--- src/hw/trs_defines.vh ---
`ifndef TRS_DEFINES_VH
`define TRS_DEFINES_VH

// Register byte offsets
`define TRS_OFF_MODE      12'h004
`define TRS_OFF_RAW       12'h01C
`define TRS_OFF_CLEAR     12'h024
`define TRS_OFF_MATCH     12'h030
`define TRS_OFF_IRQ_STAT  12'h040
`define TRS_OFF_IRQ_MASK  12'h044

// Address decode codes
`define TRS_SEL_NONE      3'h0
`define TRS_SEL_MODE      3'h1
`define TRS_SEL_RAW       3'h2
`define TRS_SEL_CLEAR     3'h3
`define TRS_SEL_MATCH     3'h4
`define TRS_SEL_IRQ_STAT  3'h5
`define TRS_SEL_IRQ_MASK  3'h6

// Event flag positions
`define TRS_BIT_CAPB_EVENT   10
`define TRS_BIT_CAPB_MATCH   9
`define TRS_BIT_TMRB_TIMEOUT 8
`define TRS_BIT_TMRA_MATCH   4
`define TRS_BIT_CLOCK_EVENT  3
`define TRS_BIT_CAPA_EVENT   2
`define TRS_BIT_CAPA_MATCH   1
`define TRS_BIT_TMRA_TIMEOUT 0
`define TRS_FLAG_W           11
`define TRS_FLAG_MASK        11'h71F

// Timer A mode register fields
`define TRS_MODE_LSB      0
`define TRS_MODE_MSB      1
`define TRS_MODE_ONESHOT  2'h1
`define TRS_MODE_PERIODIC 2'h2
`define TRS_MODE_MIE_BIT  5
`define TRS_MODE_MASK     32'h0000_0023

// Reset values
`define TRS_RST_MODE      32'h0000_0000
`define TRS_RST_MATCH     32'hFFFF_FFFF
`define TRS_RST_FLAGS     11'h000
`define TRS_RST_MASK      11'h000

`endif

--- src/hw/trs_flags.v ---
`timescale 1ns/1ps
`default_nettype none
`include "trs_defines.vh"

module trs_flags
(
  input  wire                    clk,
  input  wire                    rst_n,
  input  wire [`TRS_FLAG_W-1:0]  set,
  input  wire [`TRS_FLAG_W-1:0]  clr,
  output reg  [`TRS_FLAG_W-1:0]  flags
);

  wire [`TRS_FLAG_W-1:0] flags_nxt;

  // Set is ORed in after the clear so a coinciding event survives
  assign flags_nxt = ((flags & ~clr) | set) & `TRS_FLAG_MASK;

  always @(posedge clk)
  begin
    if (!rst_n)
    begin
      flags <= `TRS_RST_FLAGS;
    end
    else
    begin
      flags <= flags_nxt;
    end
  end

endmodule

`default_nettype wire

--- src/hw/trs_top.v ---
// Chosen here: the register addresses and the APB interface to the registers.
`timescale 1ns/1ps
`default_nettype none
`include "trs_defines.vh"

module trs_top
(
  input  wire        REF_CLK,
  input  wire        RST_N,
  input  wire        PSEL,
  input  wire        PENABLE,
  input  wire        PWRITE,
  input  wire [11:0] PADDR,
  input  wire [31:0] PWDATA,
  output reg  [31:0] PRDATA,
  output reg         PREADY,
  output reg         PSLVERR,
  input  wire        CAPB_EVENT,
  input  wire        CAPB_MATCH,
  input  wire        TMRB_TIMEOUT,
  input  wire        CLOCK_EVENT,
  input  wire        CAPA_EVENT,
  input  wire        CAPA_MATCH,
  input  wire        TMRA_TIMEOUT,
  input  wire [31:0] TMRA_COUNT,
  output wire [10:0] RAW_FLAGS,
  output reg         IRQ
);

  // Register select from a byte address; misaligned addresses map nowhere
  function [2:0] trs_decode;
    input [11:0] addr;
    begin
      case (addr)
        `TRS_OFF_MODE:     trs_decode = `TRS_SEL_MODE;
        `TRS_OFF_RAW:      trs_decode = `TRS_SEL_RAW;
        `TRS_OFF_CLEAR:    trs_decode = `TRS_SEL_CLEAR;
        `TRS_OFF_MATCH:    trs_decode = `TRS_SEL_MATCH;
        `TRS_OFF_IRQ_STAT: trs_decode = `TRS_SEL_IRQ_STAT;
        `TRS_OFF_IRQ_MASK: trs_decode = `TRS_SEL_IRQ_MASK;
        default:           trs_decode = `TRS_SEL_NONE;
      endcase
    end
  endfunction

  // Widen a flag vector to a bus word, bits above read zero
  function [31:0] trs_word;
    input [`TRS_FLAG_W-1:0] flags;
    begin
      trs_word = {21'h000000, flags & `TRS_FLAG_MASK};
    end
  endfunction

  // Match counting only makes sense in one-shot or periodic mode
  function trs_match_mode;
    input [1:0] mode;
    begin
      trs_match_mode = (mode == `TRS_MODE_ONESHOT) || (mode == `TRS_MODE_PERIODIC);
    end
  endfunction

  reg  [31:0]             mode_r;
  reg  [31:0]             match_r;
  reg  [`TRS_FLAG_W-1:0]  irq_mask_r;
  reg                     equal_r;
  reg  [31:0]             rdata_nxt;
  reg                     slverr_nxt;

  wire [2:0]              sel;
  wire                    access;
  wire                    done;
  wire                    wr_done;
  wire                    rd_done;
  wire                    equal_now;
  wire                    match_pulse;
  wire [`TRS_FLAG_W-1:0]  events;
  wire [`TRS_FLAG_W-1:0]  raw_clr;
  wire [`TRS_FLAG_W-1:0]  irq_clr;
  wire [`TRS_FLAG_W-1:0]  raw_flags;
  wire [`TRS_FLAG_W-1:0]  irq_flags;

  assign sel     = trs_decode(PADDR);
  assign access  = PSEL & PENABLE;
  // One wait state: the transfer completes at the edge that sees PREADY high
  assign done    = access & PREADY;
  assign wr_done = done & PWRITE;
  assign rd_done = done & ~PWRITE;

  // Match on the entry into equality only, so a stalled counter flags once
  assign equal_now   = (TMRA_COUNT == match_r);
  assign match_pulse = equal_now & ~equal_r & mode_r[`TRS_MODE_MIE_BIT] &
                       trs_match_mode(mode_r[`TRS_MODE_MSB:`TRS_MODE_LSB]);

  // Reserved positions stay tied low
  assign events[`TRS_BIT_CAPB_EVENT]   = CAPB_EVENT;
  assign events[`TRS_BIT_CAPB_MATCH]   = CAPB_MATCH;
  assign events[`TRS_BIT_TMRB_TIMEOUT] = TMRB_TIMEOUT;
  assign events[7:5]                   = 3'h0;
  assign events[`TRS_BIT_TMRA_MATCH]   = match_pulse;
  assign events[`TRS_BIT_CLOCK_EVENT]  = CLOCK_EVENT;
  assign events[`TRS_BIT_CAPA_EVENT]   = CAPA_EVENT;
  assign events[`TRS_BIT_CAPA_MATCH]   = CAPA_MATCH;
  assign events[`TRS_BIT_TMRA_TIMEOUT] = TMRA_TIMEOUT;

  // Write-one-to-clear; zeros in the written word leave flags alone
  assign raw_clr = (wr_done && (sel == `TRS_SEL_CLEAR)) ?
                   (PWDATA[`TRS_FLAG_W-1:0] & `TRS_FLAG_MASK) : `TRS_RST_FLAGS;

  // Reading the interrupt status clears the flags held when the transfer completes, one cycle after the returned word was sampled
  assign irq_clr = (rd_done && (sel == `TRS_SEL_IRQ_STAT)) ? irq_flags : `TRS_RST_FLAGS;

  // Raw flags ignore the mask entirely
  trs_flags u_raw
  (
    .clk   (REF_CLK),
    .rst_n (RST_N),
    .set   (events),
    .clr   (raw_clr),
    .flags (raw_flags)
  );

  trs_flags u_irq
  (
    .clk   (REF_CLK),
    .rst_n (RST_N),
    .set   (events),
    .clr   (irq_clr),
    .flags (irq_flags)
  );

  assign RAW_FLAGS = raw_flags;

  always @(posedge REF_CLK)
  begin
    if (!RST_N)
    begin
      equal_r <= 1'b0;
    end
    else
    begin
      equal_r <= equal_now;
    end
  end

  always @(posedge REF_CLK)
  begin
    if (!RST_N)
    begin
      mode_r <= `TRS_RST_MODE;
    end
    else if (wr_done && (sel == `TRS_SEL_MODE))
    begin
      mode_r <= PWDATA & `TRS_MODE_MASK;
    end
  end

  always @(posedge REF_CLK)
  begin
    if (!RST_N)
    begin
      match_r <= `TRS_RST_MATCH;
    end
    else if (wr_done && (sel == `TRS_SEL_MATCH))
    begin
      match_r <= PWDATA;
    end
  end

  always @(posedge REF_CLK)
  begin
    if (!RST_N)
    begin
      irq_mask_r <= `TRS_RST_MASK;
    end
    else if (wr_done && (sel == `TRS_SEL_IRQ_MASK))
    begin
      irq_mask_r <= PWDATA[`TRS_FLAG_W-1:0] & `TRS_FLAG_MASK;
    end
  end

  // Read mux; the clear register is write-only and reads zero
  always @*
  begin
    rdata_nxt  = 32'h0000_0000;
    slverr_nxt = 1'b0;
    case (sel)
      `TRS_SEL_MODE:     rdata_nxt = mode_r;
      `TRS_SEL_RAW:      rdata_nxt = trs_word(raw_flags);
      `TRS_SEL_CLEAR:    rdata_nxt = 32'h0000_0000;
      `TRS_SEL_MATCH:    rdata_nxt = match_r;
      `TRS_SEL_IRQ_STAT: rdata_nxt = trs_word(irq_flags);
      `TRS_SEL_IRQ_MASK: rdata_nxt = trs_word(irq_mask_r);
      default:           slverr_nxt = 1'b1;
    endcase
  end

  // Writes to the read-only raw register are refused with an error
  always @(posedge REF_CLK)
  begin
    if (!RST_N)
    begin
      PREADY  <= 1'b0;
      PRDATA  <= 32'h0000_0000;
      PSLVERR <= 1'b0;
    end
    else if (access && !PREADY)
    begin
      PREADY  <= 1'b1;
      PRDATA  <= PWRITE ? 32'h0000_0000 : rdata_nxt;
      PSLVERR <= slverr_nxt | (PWRITE & (sel == `TRS_SEL_RAW));
    end
    else
    begin
      PREADY  <= 1'b0;
      PRDATA  <= 32'h0000_0000;
      PSLVERR <= 1'b0;
    end
  end

  // Registered output, so the line lags the status by one cycle
  always @(posedge REF_CLK)
  begin
    if (!RST_N)
    begin
      IRQ <= 1'b0;
    end
    else
    begin
      IRQ <= |(irq_flags & irq_mask_r);
    end
  end

endmodule

`default_nettype wire

--- config.mk ---
export PLATFORM = sky130hd
export DESIGN_NAME = trs_top
export DESIGN_NICKNAME = d
export VERILOG_FILES = /design/src/hw/trs_flags.v /design/src/hw/trs_top.v
export VERILOG_INCLUDE_DIRS = /design/src /design/src/hw
export SDC_FILE = /design/constraint.sdc
export NUM_CORES = 1
export LEC_CHECK = 0
export BUFFER_PORTS_ARGS = -buffer_cell sky130_fd_sc_hd__buf_2
export CAP_MARGIN = 20
export CORE_MARGIN = 5
export CORE_UTILIZATION = 37
export DETAILED_ROUTE_END_ITERATION = 8
export GPL_TIMING_DRIVEN = 0
export PLACE_DENSITY = 0.64
export SKIP_LAST_GASP = 1
export SLEW_MARGIN = 20
export SYNTH_ARGS = -nofsm -noshare
export SYNTH_HDL_FRONTEND = slang
export SYNTH_SLANG_ARGS = --single-unit
--- constraint.sdc ---
create_clock -name REF_CLK -period 2.2 [get_ports REF_CLK]
set_input_delay 0.11 -clock REF_CLK [delete_from_list [all_inputs] [get_ports REF_CLK]]
set_output_delay 0.11 -clock REF_CLK [all_outputs]
set_load 0.01 [all_outputs]
## Word-level counts from Yosys, hierarchy flattened

Cells that the tools add are included.

- Reductions and logical operators: 12
- Eq/ne operators: 15
- Mux-type cells: 6
- Bitwise logic cells: 20

Operators with widths:

| cell | number |
|---|---|
| one-hot mux 32 bit (5 select lines) | 1 |
| AND 11 bit | 3 |
| == test 32 bit | 1 |
| == test 12 x 6 -> 1 bit (second input constant) | 2 |
| == test 12 x 7 -> 1 bit (second input constant) | 2 |
| two-way mux 11 bit | 2 |
| NOT 11 bit | 2 |
| bitwise OR 11 bit | 2 |
| one-hot mux 3 bit (6 select lines) | 1 |
| == test 12 x 3 -> 1 bit (second input constant) | 1 |
| == test 12 x 5 -> 1 bit (second input constant) | 1 |
| OR reduction 11 bit | 1 |
| == test 3 bit (second input constant) | 3 |
| AND 1 bit | 8 |
| == test 3 x 2 -> 1 bit (second input constant) | 2 |
| logical AND 1 bit | 6 |
| OR reduction 6 bit | 1 |
| NOT 1 bit | 4 |
| == test 3 x 1 -> 1 bit (second input constant) | 1 |
| OR reduction 3 bit | 1 |
| == test 2 x 1 -> 1 bit (second input constant) | 1 |
| == test 2 bit (second input constant) | 1 |
| two-way mux 1 bit | 2 |
| AND reduction 2 bit | 1 |
| 3 further kinds | 3 |

- Output and inout bits: 46
- Register bits: 101
- Logic and storage cells: 65
- Bits of input ports: 88

## Logic depth before layout (Yosys ltp)

Gate-level depths: netlist of the first run.

- Depth after elaboration: 8
- Depth in mapped cells: 8
- Mapped depth without buffers: 5

## By module

From an unflattened synthesis of the first run, not the netlist that was laid out.

- Cells, all modules: 483
- Area, all modules: 4359.2 sq um

Modules (own cells, without submodules):

| module | cells an instance | instances | area an instance (sq um) | seq. area each (sq um) |
|---|---|---|---|---|
| trs_top | 425 | 1 | 3631.0 | 1581.5 |
| trs_flags | 29 | 2 | 364.1 | 160.2 |

## Worst setup path after synthesis of the first run

Ideal clock, no wire load.

- Path kind: in2reg
- Start point: input PADDR[9]
- End point: register irq_mask_r[0]
- Library setup time: 0.128 ns
- Path buffers: 1
- Cell stages on the path: 6
- Setup slack: 0.417 ns
- Arrival time: 1.655 ns
- Data required time: 2.072 ns
- Cells stage by stage: or4_4 -> nor4_4 -> and2_4 -> buf_12 -> mux2i_1 -> nor2_1

- Word-level cells in the longest chain between the ends: 4
- Elaborated cells on any way between the ends: 9
- Those cells by class: eq/ne (7); mux (1); reduce/logical (1)

RTL lines:

| item | line | source |
|---|---|---|
| from (decl) | trs_top.v:13 | `input wire [11:0] PADDR,` |
| == test 12 x 7 -> 1 bit (tied with other cells) | trs_top.v:34 | `case (addr)` |
| one-hot mux 3 bit (6 select lines) (*) | trs_top.v:34 |  |
| == test 3 bit (*) | -- |  |
| logical AND 1 bit (*) | trs_top.v:175 | `` else if (wr_done && (sel == `TRS_SEL_IRQ_MASK)) `` |
| to (signal assigned) | trs_top.v:173 | `` irq_mask_r <= `TRS_RST_MASK; `` |
| to (signal assigned) | trs_top.v:177 | `` irq_mask_r <= PWDATA[`TRS_FLAG_W-1:0] & `TRS_FLAG_MASK; `` |
| to (decl) | trs_top.v:64 | `` reg [`TRS_FLAG_W-1:0] irq_mask_r; `` |

Every way passes the cells marked *; elsewhere a longest branch is shown, timed or not.
A chain may end at the register's enable or synchronous reset.

## Final worst setup path of the first run

- Start point: input PADDR[2]
- End point: register u_irq.flags[10]

- Word-level cells in the longest chain between the ends: 8
- Elaborated cells on any way between the ends: 13
- Those cells by class: eq/ne (7); mux (2); bitwise (3); reduce/logical (1)

RTL lines:

| item | line | source |
|---|---|---|
| == test 12 x 7 -> 1 bit (tied with other cells) | trs_top.v:34 |  |
| one-hot mux 3 bit (6 select lines) (*) | trs_top.v:34 |  |
| == test 3 bit (*) | -- |  |
| logical AND 1 bit (*) | trs_top.v:110 | `` assign irq_clr = (rd_done && (sel == `TRS_SEL_IRQ_STAT)) ? irq_flags : `TRS_RST_FLAGS; `` |
| two-way mux 11 bit (no source line) (*) | -- |  |
| NOT 11 bit (*) | trs_flags.v:17 | `` assign flags_nxt = ((flags & ~clr) \| set) & `TRS_FLAG_MASK; `` |
| AND 11 bit (*) | trs_flags.v:17 |  |
| bitwise OR 11 bit (*) | trs_flags.v:17 |  |
| to (signal assigned) | trs_flags.v:23 | `` flags <= `TRS_RST_FLAGS; `` |
| to (signal assigned) | trs_flags.v:27 | `flags <= flags_nxt;` |
| to (decl) | trs_flags.v:11 | `` output reg [`TRS_FLAG_W-1:0] flags `` |

Marked as above.

==> impl_metrics.csv, run 1 <==
group,metric,value,unit
clocking,cts_max_level,3,
yosys,netlist_area,4000,um^2
cells_and_area,fin_cells,760,
timing,rsz0062_at_grt,"false",
floorplanning,start_util,0.373,
clocking,root_buffer,"clkbuf_8",
clocking,cts.clk_slew.worst_paths,0.09,ns
detailed_routing,via_per_inst,4.86,
placed_design,place.gp.congestion,0.858,
yosys,synthArstFlopShare,0,
yosys,synth_cell_types,48,
timing,slew-limit-headroom,0.393,
clocking,clk-insertion-delay-late,0.37,ns
timing,fin_ws,0.308,ns
detailed_routing,firstDrtPassIters,5,
yosys,muxShareOfSynthArea,0.0444,
yosys,synth_compound_area_frac,0.0953,
timing,tightest_slew,0.898,ns
yosys,ys_warn_count,0,
job,cap_violations,0,
timing,hold_violations,0,
power,power_density,588,nW/um^2
clocking,post_cts_buffers,0,
power,p_leak,0.00238,uW
timing,setup_viol,0,
timing,fin_skew,0.0104,ns
yosys,yosys.area_share.simple,0.258,
power,p_total,3140,uW
cells_and_area,drive_gt1_frac,0.281,
cells_and_area,n_antenna_cell,0,
yosys,synthCells,441,
yosys,synth_adder_area_share,0,
floorplanning,ios,134,
floorplanning,num_rows,38,
yosys,syn_avg_cell_area,9.08,um^2
placed_design,port_buffers,128,
detailed_routing,remaining_drc_errors,0,
floorplanning,die-width,114,um
clocking,cts_tree,"yes",
global_routing,grt.total_usage,0.183,
setup_path,start_kind,"input port",
cells_and_area,nets,703,
setup_path,critPathKind,"in -> reg",
floorplanning,fp.coreArea,10700,um^2
global_routing,antenna_found_initial,0,
yosys,ys_seq_area_frac,0.475,
global_routing,grt_overflow,0,
detailed_routing,wl,11900,um
setup_path,cp_max_fo,10,
yosys,synth_enable_flop_cells,0,
setup_path,required,2.45,ns
placed_design,hpwl,8950,um
power,peakVddDrop,0.315,mV
cells_and_area,synthToLayoutAreaGrowth,33.4,%
floorplanning,dieHeight,114,um
yosys,synth_flop_cell,"dfxtp_1",
clocking,cts_buffers,9,
timing,maxSlewViolCount,0,
global_routing,grt_max_degree,16,
placed_design,dp.cells,711,
timing,tns,0,ns
global_routing,grt_pass1_wl,18500,um
detailed_routing,vias,3691,
worst_hold_path,hold_path_class,"in -> reg",
worst_hold_path,min_from,"CAPB_EVENT",
clocking,clock-sinks,95,
clocking,cts_buffer_depth,2,
setup_path,worstPathArrival,2.14,ns
setup_path,r2r-start,"match_r[16]$_SDFFE_PN1P_",
timing,max_freq,529,MHz
yosys,synth_xor_area_frac,0.0722,
status,status,"completed",
timing,finalCritPeriodShare,0.860,
timing,timing.final.crit_period,1.89,ns
detailed_routing,drtAntennaViolNets,0,
setup_path,end_kind,"flop",
timing,whs,0.0102,ns
yosys,synth_top_family_by_area,"simple AND/OR/NAND/NOR gates",
global_routing,grt_pass1_vias,3678,
setup_path,worstSetupStartpoint,"PADDR[2]",
floorplanning,dieArea,13000,um^2
placed_design,preCtsSetupSlack,-0.139,ns
detailed_routing,drt_iter0_markers,304,
cells_and_area,n_fill_cell,1043,
detailed_routing,avgRoutedWirePerCell,15.7,um
yosys,synth-seq-cells,95,
==> kinds of logic (layout without fill, tap and decap cells) <==
family | count (synthesis) | after routing
simple gates | 202 | 202
flops | 95 | 95
mux | 17 | 17
compound gates | 54 | 54
buf+inv | 39 | 216
other cells | 1 | 3
xor+xnor | 33 | 33
==> metal layers <==
layer / share of wire / GRT usage / vias up
li1: - / - / 1858
met1: 0.43 / 0.231 / 1665
met2: 0.46 / 0.300 / 153
met3: 0.092 / 0.0531 / 15
met4: 0.016 / 0.0610 / 0
met5: 0 / 0 / -
==> Yosys cell counts (all sizes together) (5+ instances only) <==
| cell | instances | area share |
|---|---|---|
| dfxtp | 95 | 0.47 |
| nand2 | 78 | 0.073 |
| nand3 | 35 | 0.044 |
| xor2 | 30 | 0.066 |
| nor2 | 28 | 0.026 |
| and2 | 25 | 0.040 |
| o21ai | 18 | 0.023 |
| buf | 15 | 0.029 |
| inv | 14 | 0.013 |
| mux2i | 11 | 0.028 |
| clkbuf | 10 | 0.012 |
| nor4 | 10 | 0.021 |
| a222oi | 8 | 0.020 |
| a31oi | 7 | 0.011 |
| mux2 | 6 | 0.017 |
| a21oi | 5 | 0.0062 |
==> path summary, 6_finish.rpt <==
| check | endpoint | slack [ns] | cells past startpoint |
|---|---|---|---|
| setup / recovery | u_irq.flags[10]$_SDFF_PN0_ | 0.31 | 8 |
| hold / removal | u_raw.flags[10]$_SDFF_PN0_ | 0.01 | 3 |
| setup reg to reg | u_raw.flags[4]$_SDFF_PN0_ | 0.31 | 5 |
| hold reg to reg | u_irq.flags[4]$_SDFF_PN0_ | 0.48 | 2 |
==> report_power, final <==
group          internal (uW)  total, uW  switching (uW)
Clock                    475       1080             606
Sequential              1740       1760            18.3
Combinational            155        301             146
==> per-stage QoR <==
stage	area [um^2]	utilization
final	5340	0.497
after global routing	5340	0.497
after CTS	5340	0.497
after detailed placement	4830	0.449
after global placement	4830	0.449
after floorplan	4010	-
==> worst max-delay path: stages <==
cell	delay (ns)
buf_2	0.11
clkbuf_8	0.15
o21a_1	0.18
nor2_1	0.24
clkbuf_1	0.52
a41oi_1	0.54
nand2_1	0.18
o21ai_0	0.09
==> area by class of cell <==
type                       instances  area [um^2]  area share
buffer                            25          163      0.0305
clock buffer                      12          155      0.0290
clock inverter                     4         28.8     0.00539
inverter                          14         52.6     0.00984
multi-input combinational        309         1890       0.355
sequential                        95         1900       0.356
tap                              140          175      0.0328
timing repair buffer             161          971       0.182
==> what timing repair did <==
| action | 4_1_cts | 5_1_grt |
|---|---|---|
| endpoints found under the hold margin | 37 | 0 |
| hold buffers | 33 | 0 |
| gates resized for setup | 0 | 0 |
==> flip-flops by register name (all words and copies together) (netlist names) <==
| signal | flops |
|---|---|
| PREADY | 1 |
| equal_r | 1 |
| u_raw.flags | 8 |
| irq_mask_r | 8 |
| match_r | 32 |
| PRDATA | 32 |
| u_irq.flags | 8 |
| PSLVERR | 1 |
| IRQ | 1 |
| mode_r | 3 |
==> placed cells by master, fill, tap and decap left out, drive strengths merged, types with 4 or more instances in the layout <==
master / netlist / layout
mux2i: 11 / 11
a22oi: 4 / 4
inv: 14 / 15
a21oi: 5 / 5
dlygate4sd3: 0 / 33
mux2: 6 / 6
clkbuf: 10 / 22
nand3b: 4 / 4
xor2: 30 / 30
buf: 15 / 143
dfxtp: 95 / 95
nand3: 35 / 35
nor4b: 4 / 4
nand2: 78 / 78
o21ai: 18 / 18
or4: 4 / 4
nor4: 10 / 10
nor2: 28 / 28
a222oi: 8 / 8
and2: 25 / 25
a31oi: 7 / 7
Power figures use the tool's default switching activity.
==> run 2: changes to the inputs <==
--- a/config.mk
+++ b/config.mk
@@ -13,6 +13,7 @@
 export DETAILED_ROUTE_END_ITERATION = 8
 export GPL_TIMING_DRIVEN = 0
 export PLACE_DENSITY = 0.64
+export REMOVE_ABC_BUFFERS = 1
 export SKIP_LAST_GASP = 1
 export SLEW_MARGIN = 20
 export SYNTH_ARGS = -nofsm -noshare
==> run 2 against run 1 <==
Against the previous run:
- largest cell class is now multi-input gates
- global-route usage is 0.42 points lower
- cell count is 2.6% lower
- largest power group unchanged
- highest routed layer unchanged
- sequential power about the same
- via count rose by 0.14%
==> impl_metrics.csv, run 2 (synthesis results as in run 1) <==
group,metric,value,unit
setup_path,worstPathArrival,2.34,ns
cells_and_area,layout_common_cells,"129 x buf_2, 95 x dfxtp_1, 78 x nand2_1",
detailed_routing,remaining_drc_errors,0,
status,status,"completed",
detailed_routing,avgRoutedWirePerCell,15.5,um
power,internal_power,2360,uW
timing,tns,0,ns
detailed_routing,top_layer,"met4",
cells_and_area,fin_cells,740,
power,p_switching,737,uW
cells_and_area,synthToLayoutAreaGrowth,30.8,%
global_routing,grt.total_usage,0.179,
power,clock_power_share,0.339,
setup_path,crit_buf_inv,1,
worst_hold_path,min_from,"CAPB_EVENT",
setup_path,end_kind,"flop",
global_routing,grt_max_degree,43,
setup_path,worstSetupStartpoint,"PADDR[9]",
floorplanning,fp.coreArea,10700,um^2
floorplanning,num_rows,38,
global_routing,grt_overflow,0,
detailed_routing,vias,3696,
job,cap_violations,0,
placed_design,dp.cells,690,
detailed_routing,drtAntennaViolNets,0,
detailed_routing,wl,11500,um
clocking,clock-sinks,95,
global_routing,antenna_found_initial,1,
timing,maxSlewViolCount,0,
setup_path,crit_chain,"buf_2 -> or4_4 -> nor4b_4 -> and2_2 -> and3_2 -> and2_1",
timing,hold_violations,0,
timing,tightest_slew,0.908,ns
detailed_routing,met3RoutedLength,714,um
power,p_total,3090,uW
floorplanning,die-width,114,um
clocking,cts_buffer_depth,2,
detailed_routing,via_per_inst,4.99,
setup_path,cp_max_fo,23,
detailed_routing,wl_met2,5610,um
setup_path,crit_family,"simple AND/OR/NAND/NOR gates",
setup_path,slowest_stage,"or4_4",
detailed_routing,routedLengthMet1,4950,um
timing,timing.final.crit_period,2.05,ns
setup_path,start_kind,"input port",
power,seqPwrFrac,0.568,
setup_path,critPathKind,"in -> reg",
floorplanning,dieArea,13000,um^2
setup_path,cp_slowest_stage_delay,0.59,ns
timing,finalCritPeriodShare,0.931,
timing,setup_viol,0,
floorplanning,start_util,0.373,
detailed_routing,drt_iter0_markers,206,
timing,whs,0.0321,ns
clocking,clk-insertion-delay-late,0.35,ns
floorplanning,dieHeight,114,um
placed_design,port_buffers,130,
power,p_leak,0.00231,uW
setup_path,r2r-start,"match_r[16]$_SDFFE_PN1P_",
clocking,root_buffer,"clkbuf_8",
floorplanning,ios,134,
clocking,cts_tree,"yes",
cells_and_area,final_common_cell,"buf_2",
clocking,cts_max_level,3,
global_routing,grt_pass1_wl,18600,um
clocking,cts_buffers,9,
placed_design,hpwl,8150,um
cells_and_area,nets,683,
timing,slew-limit-headroom,0.393,
power,netSwitchingFraction,0.238,
timing,max_freq,488,MHz
setup_path,required,2.49,ns
clocking,cts.clk_slew.worst_paths,0.09,ns
global_routing,grt_pass1_vias,3766,
cells_and_area,reg.largest.list,"PRDATA (32), match_r (32)",
power,peakVddDrop,0.421,mV
power,power_density,591,nW/um^2
power,combinationalPowerShare,0.093,
placed_design,place.gp.congestion,0.843,
detailed_routing,firstDrtPassIters,5,
timing,fin_skew,0.00946,ns
worst_hold_path,hold_path_class,"in -> reg",
timing,rsz0062_at_grt,"false",
cells_and_area,drive_gt1_frac,0.280,
## run 2: per-stage QoR
step / cell area [um^2] / setup WS (ns) / utilization
detailed placement: 4700 / -0.395 / 0.438
CTS: 5200 / 0.0733 / 0.484
global route: 5240 / 0.0529 / 0.487
global placement: 4670 / -1.12 / 0.435
finish: 5240 / 0.152 / 0.487
floorplan: 3850 / -0.0774 / -
## run 2: cell type report
type / count / area (um^2)
diodes: 1 / 2.50
well taps: 140 / 175
clock buffers: 11 / 151
clock inverters: 4 / 31.3
repair buffers: 166 / 1010
multi-input cells: 309 / 1910
flip-flops and latches: 95 / 1900
inverters: 14 / 52.6
fillers: 1053 / 5510
## run 2: per-layer routing
layer  global-route usage  vias to the layer above
li1                     -                     1819
met3               0.0366                       21
met1                0.222                     1714
met2                0.304                      142
met4               0.0705                        0
met5                    0                        -
## run 2: path summary, 6_finish.rpt
| path | end | slack (ns) | cells after the start |
|---|---|---|---|
| max | PRDATA[23]$_SDFF_PP0_ | 0.15 | 6 |
| max reg2reg | u_raw.flags[4]$_SDFF_PN0_ | 0.39 | 5 |
| min reg2reg | u_irq.flags[4]$_SDFF_PN0_ | 0.47 | 2 |
| min | u_irq.flags[10]$_SDFF_PN0_ | 0.03 | 3 |
## run 2: repair_timing
action,4_1_cts,5_1_grt
endpoints found under the hold margin,32,1
hold buffers,31,1
resized for setup,1,2
buffers inserted,0,2
pin swaps,0,1
setup endpoints to repair,2,10
## run 2: tightest hold or removal path, stage by stage
cell and delay, ns:
buf_2 0.10, inv_1 0.06, o21ai_0 0.06
## run 2: power groups by stage
stage               clock [uW]  combinational, uW  sequential, uW
floorplan                    0               85.6            1800
global placement             0                234            1800
detailed placement           0                239            1800
CTS                       1090                282            1760
global route              1150                316            1760
finish                    1050                286            1760
==> run 3: changes to the inputs <==
--- a/config.mk
+++ b/config.mk
@@ -8,11 +8,13 @@
 export LEC_CHECK = 0
 export BUFFER_PORTS_ARGS = -buffer_cell sky130_fd_sc_hd__buf_2
 export CAP_MARGIN = 20
+export CELL_PAD_IN_SITES_DETAIL_PLACEMENT = 1
+export CELL_PAD_IN_SITES_GLOBAL_PLACEMENT = 2
 export CORE_MARGIN = 5
-export CORE_UTILIZATION = 37
+export CORE_UTILIZATION = 29
 export DETAILED_ROUTE_END_ITERATION = 8
 export GPL_TIMING_DRIVEN = 0
-export PLACE_DENSITY = 0.64
+export PLACE_DENSITY = 0.81
 export REMOVE_ABC_BUFFERS = 1
 export SKIP_LAST_GASP = 1
 export SLEW_MARGIN = 20
==> run 3 against run 2 <==
Against the previous run:
- non-clock buffer count down 4
- sequential share of layout area shrank 0.95 points
- clock-buffer cell count increased by 2
- register-to-register slack worse by 0.06 ns
- via count rose by 1.5%
- total power up 19%
- combinational power hardly changed
- critical path depth unchanged
- first-iteration DRC count is 6.8% higher
- hold slack lost 0.0066 ns
- sequential power about the same
==> impl_metrics.csv, run 3 (synthesis results as in run 1) <==
group,metric,value,unit
status,status,"completed",
floorplanning,num_rows,43,
detailed_routing,drtAntennaViolNets,0,
timing,rsz0062_at_grt,"false",
timing,whs,0.0255,ns
detailed_routing,routedLengthMet1,5610,um
power,peakVddDrop,0.393,mV
detailed_routing,firstDrtPassIters,4,
cells_and_area,synthToLayoutAreaGrowth,34.3,%
detailed_routing,remaining_drc_errors,0,
detailed_routing,top_layer,"met5",
worst_hold_path,hold_path_class,"in -> reg",
setup_path,cp_max_fo,31,
cells_and_area,regArea,1900,um^2
detailed_routing,wl,13000,um
clocking,root_buffer,"clkbuf_16",
timing,maxSlewViolCount,0,
floorplanning,die-width,128,um
detailed_routing,via_per_inst,4.84,
setup_path,critPathKind,"in -> reg",
detailed_routing,wl_met2,6420,um
clocking,cts_buffer_depth,2,
setup_path,crit_buf_inv,1,
power,power_density,683,nW/um^2
setup_path,required,2.47,ns
cells_and_area,reg.largest.list,"PRDATA (32), match_r (32)",
job,cap_violations,0,
setup_path,slowest_stage,"and4b_2",
timing,fin_skew,0.00954,ns
detailed_routing,met3RoutedLength,782,um
clocking,cts_tree,"yes",
timing,fin_ws,0.157,ns
timing,setup_viol,0,
cells_and_area,layout_common_cells,"129 x buf_2, 95 x dfxtp_1, 78 x nand2_1",
placed_design,port_buffers,130,
setup_path,cp_slowest_stage_delay,0.81,ns
global_routing,grt_pass1_vias,3861,
clocking,cts_max_level,3,
clocking,cts.clk_slew.worst_paths,0.07,ns
floorplanning,fp.coreArea,13700,um^2
floorplanning,dieArea,16300,um^2
timing,hold_violations,0,
timing,slew-limit-headroom,0.441,
placed_design,hpwl,9370,um
cells_and_area,multi_input_area,1910,um^2
setup_path,crit_chain,"buf_2 -> or4_4 -> nor4b_4 -> and4b_2 -> nand2_1 -> nand3_1",
floorplanning,start_util,0.292,
timing,timing.final.crit_period,2.04,ns
timing,max_freq,489,MHz
global_routing,grt_pass1_wl,20300,um
timing,finalCritPeriodShare,0.929,
detailed_routing,drt_iter0_markers,220,
setup_path,worstPathArrival,2.31,ns
cells_and_area,final_common_cell,"buf_2",
detailed_routing,vias,3752,
placed_design,preCtsSetupSlack,-0.556,ns
timing,tightest_slew,0.835,ns
setup_path,start_kind,"input port",
clocking,clk-insertion-delay-late,0.34,ns
clocking,cts_buffers,9,
cells_and_area,n_fill_cell,1649,
clocking,clock-sinks,95,
detailed_routing,avgRoutedWirePerCell,16.8,um
global_routing,antenna_found_initial,2,
cells_and_area,drive_gt1_frac,0.279,
global_routing,grt.total_usage,0.160,
cells_and_area,nets,679,
cells_and_area,n_antenna_cell,0,
placed_design,place.gp.congestion,0.776,
global_routing,grt_max_degree,43,
floorplanning,dieHeight,128,um
setup_path,end_kind,"flop",
setup_path,crit_family,"simple AND/OR/NAND/NOR gates",
floorplanning,ios,134,
power,p_leak,0.00236,uW
global_routing,grt_overflow,0,
run 3: stage by stage:
stage               power (uW)   util  area, um^2  setup TNS, ns  std cells
floorplan                 1880      -        3850         -0.670        418
global placement          2030  0.344        4720         -48.30        728
detailed placement        2040  0.346        4750         -29.58        730
CTS                       3720  0.391        5370              0        775
global route              3820  0.392        5380              0        775
finish                    3670  0.392        5380              0        775
run 3: layer usage:
metal	vias to the layer above	GRT usage
met2	102	0.276
li1	1812	-
met5	-	0
met1	1815	0.194
met4	4	0.0574
met3	19	0.0376
run 3: final timing paths:
kind / start / to / slack [ns] / depth (start not counted)
max: PADDR[9] / match_r[18]$_SDFFE_PN1P_ / 0.16 / 6
min reg2reg: u_irq.flags[4]$_SDFF_PN0_ / u_irq.flags[4]$_SDFF_PN0_ / 0.48 / 2
min: PWDATA[0] / u_raw.flags[0]$_SDFF_PN0_ / 0.03 / 2
max reg2reg: match_r[24]$_SDFFE_PN1P_ / u_raw.flags[4]$_SDFF_PN0_ / 0.33 / 5
run 3: repair_timing:
action | CTS | global route
endpoints found under the setup margin | 51 | 34
cloned | 0 | 0
buffers inserted | 1 | 0
resized for setup | 2 | 2
hold endpoints to repair | 29 | 0
hold buffers | 29 | 0
pin swaps | 1 | 0
run 3: where the power goes:
part / leakage [uW] / internal (uW) / switching, uW / total (uW)
Combinational: 0.00144 / 143 / 142 / 284
Clock: 0.000152 / 971 / 654 / 1620
Sequential: 0.000771 / 1740 / 18.5 / 1760
run 3: area by class of cell:
type | count | share of cell area
tap | 180 | 0.0419
inverter | 14 | 0.00977
sequential | 95 | 0.354
clock buffer | 13 | 0.0503
multi-input combinational | 309 | 0.355
clock inverter | 2 | 0.00721
timing repair buffer | 162 | 0.182
run 3: worst register-to-register path: stages, from the launching register on:
cell     delay, ns
dfxtp_1       0.33
xor2_1        0.16
nor4_1        0.48
nand4_1       0.19
or4_1         0.55
o21ai_0       0.09
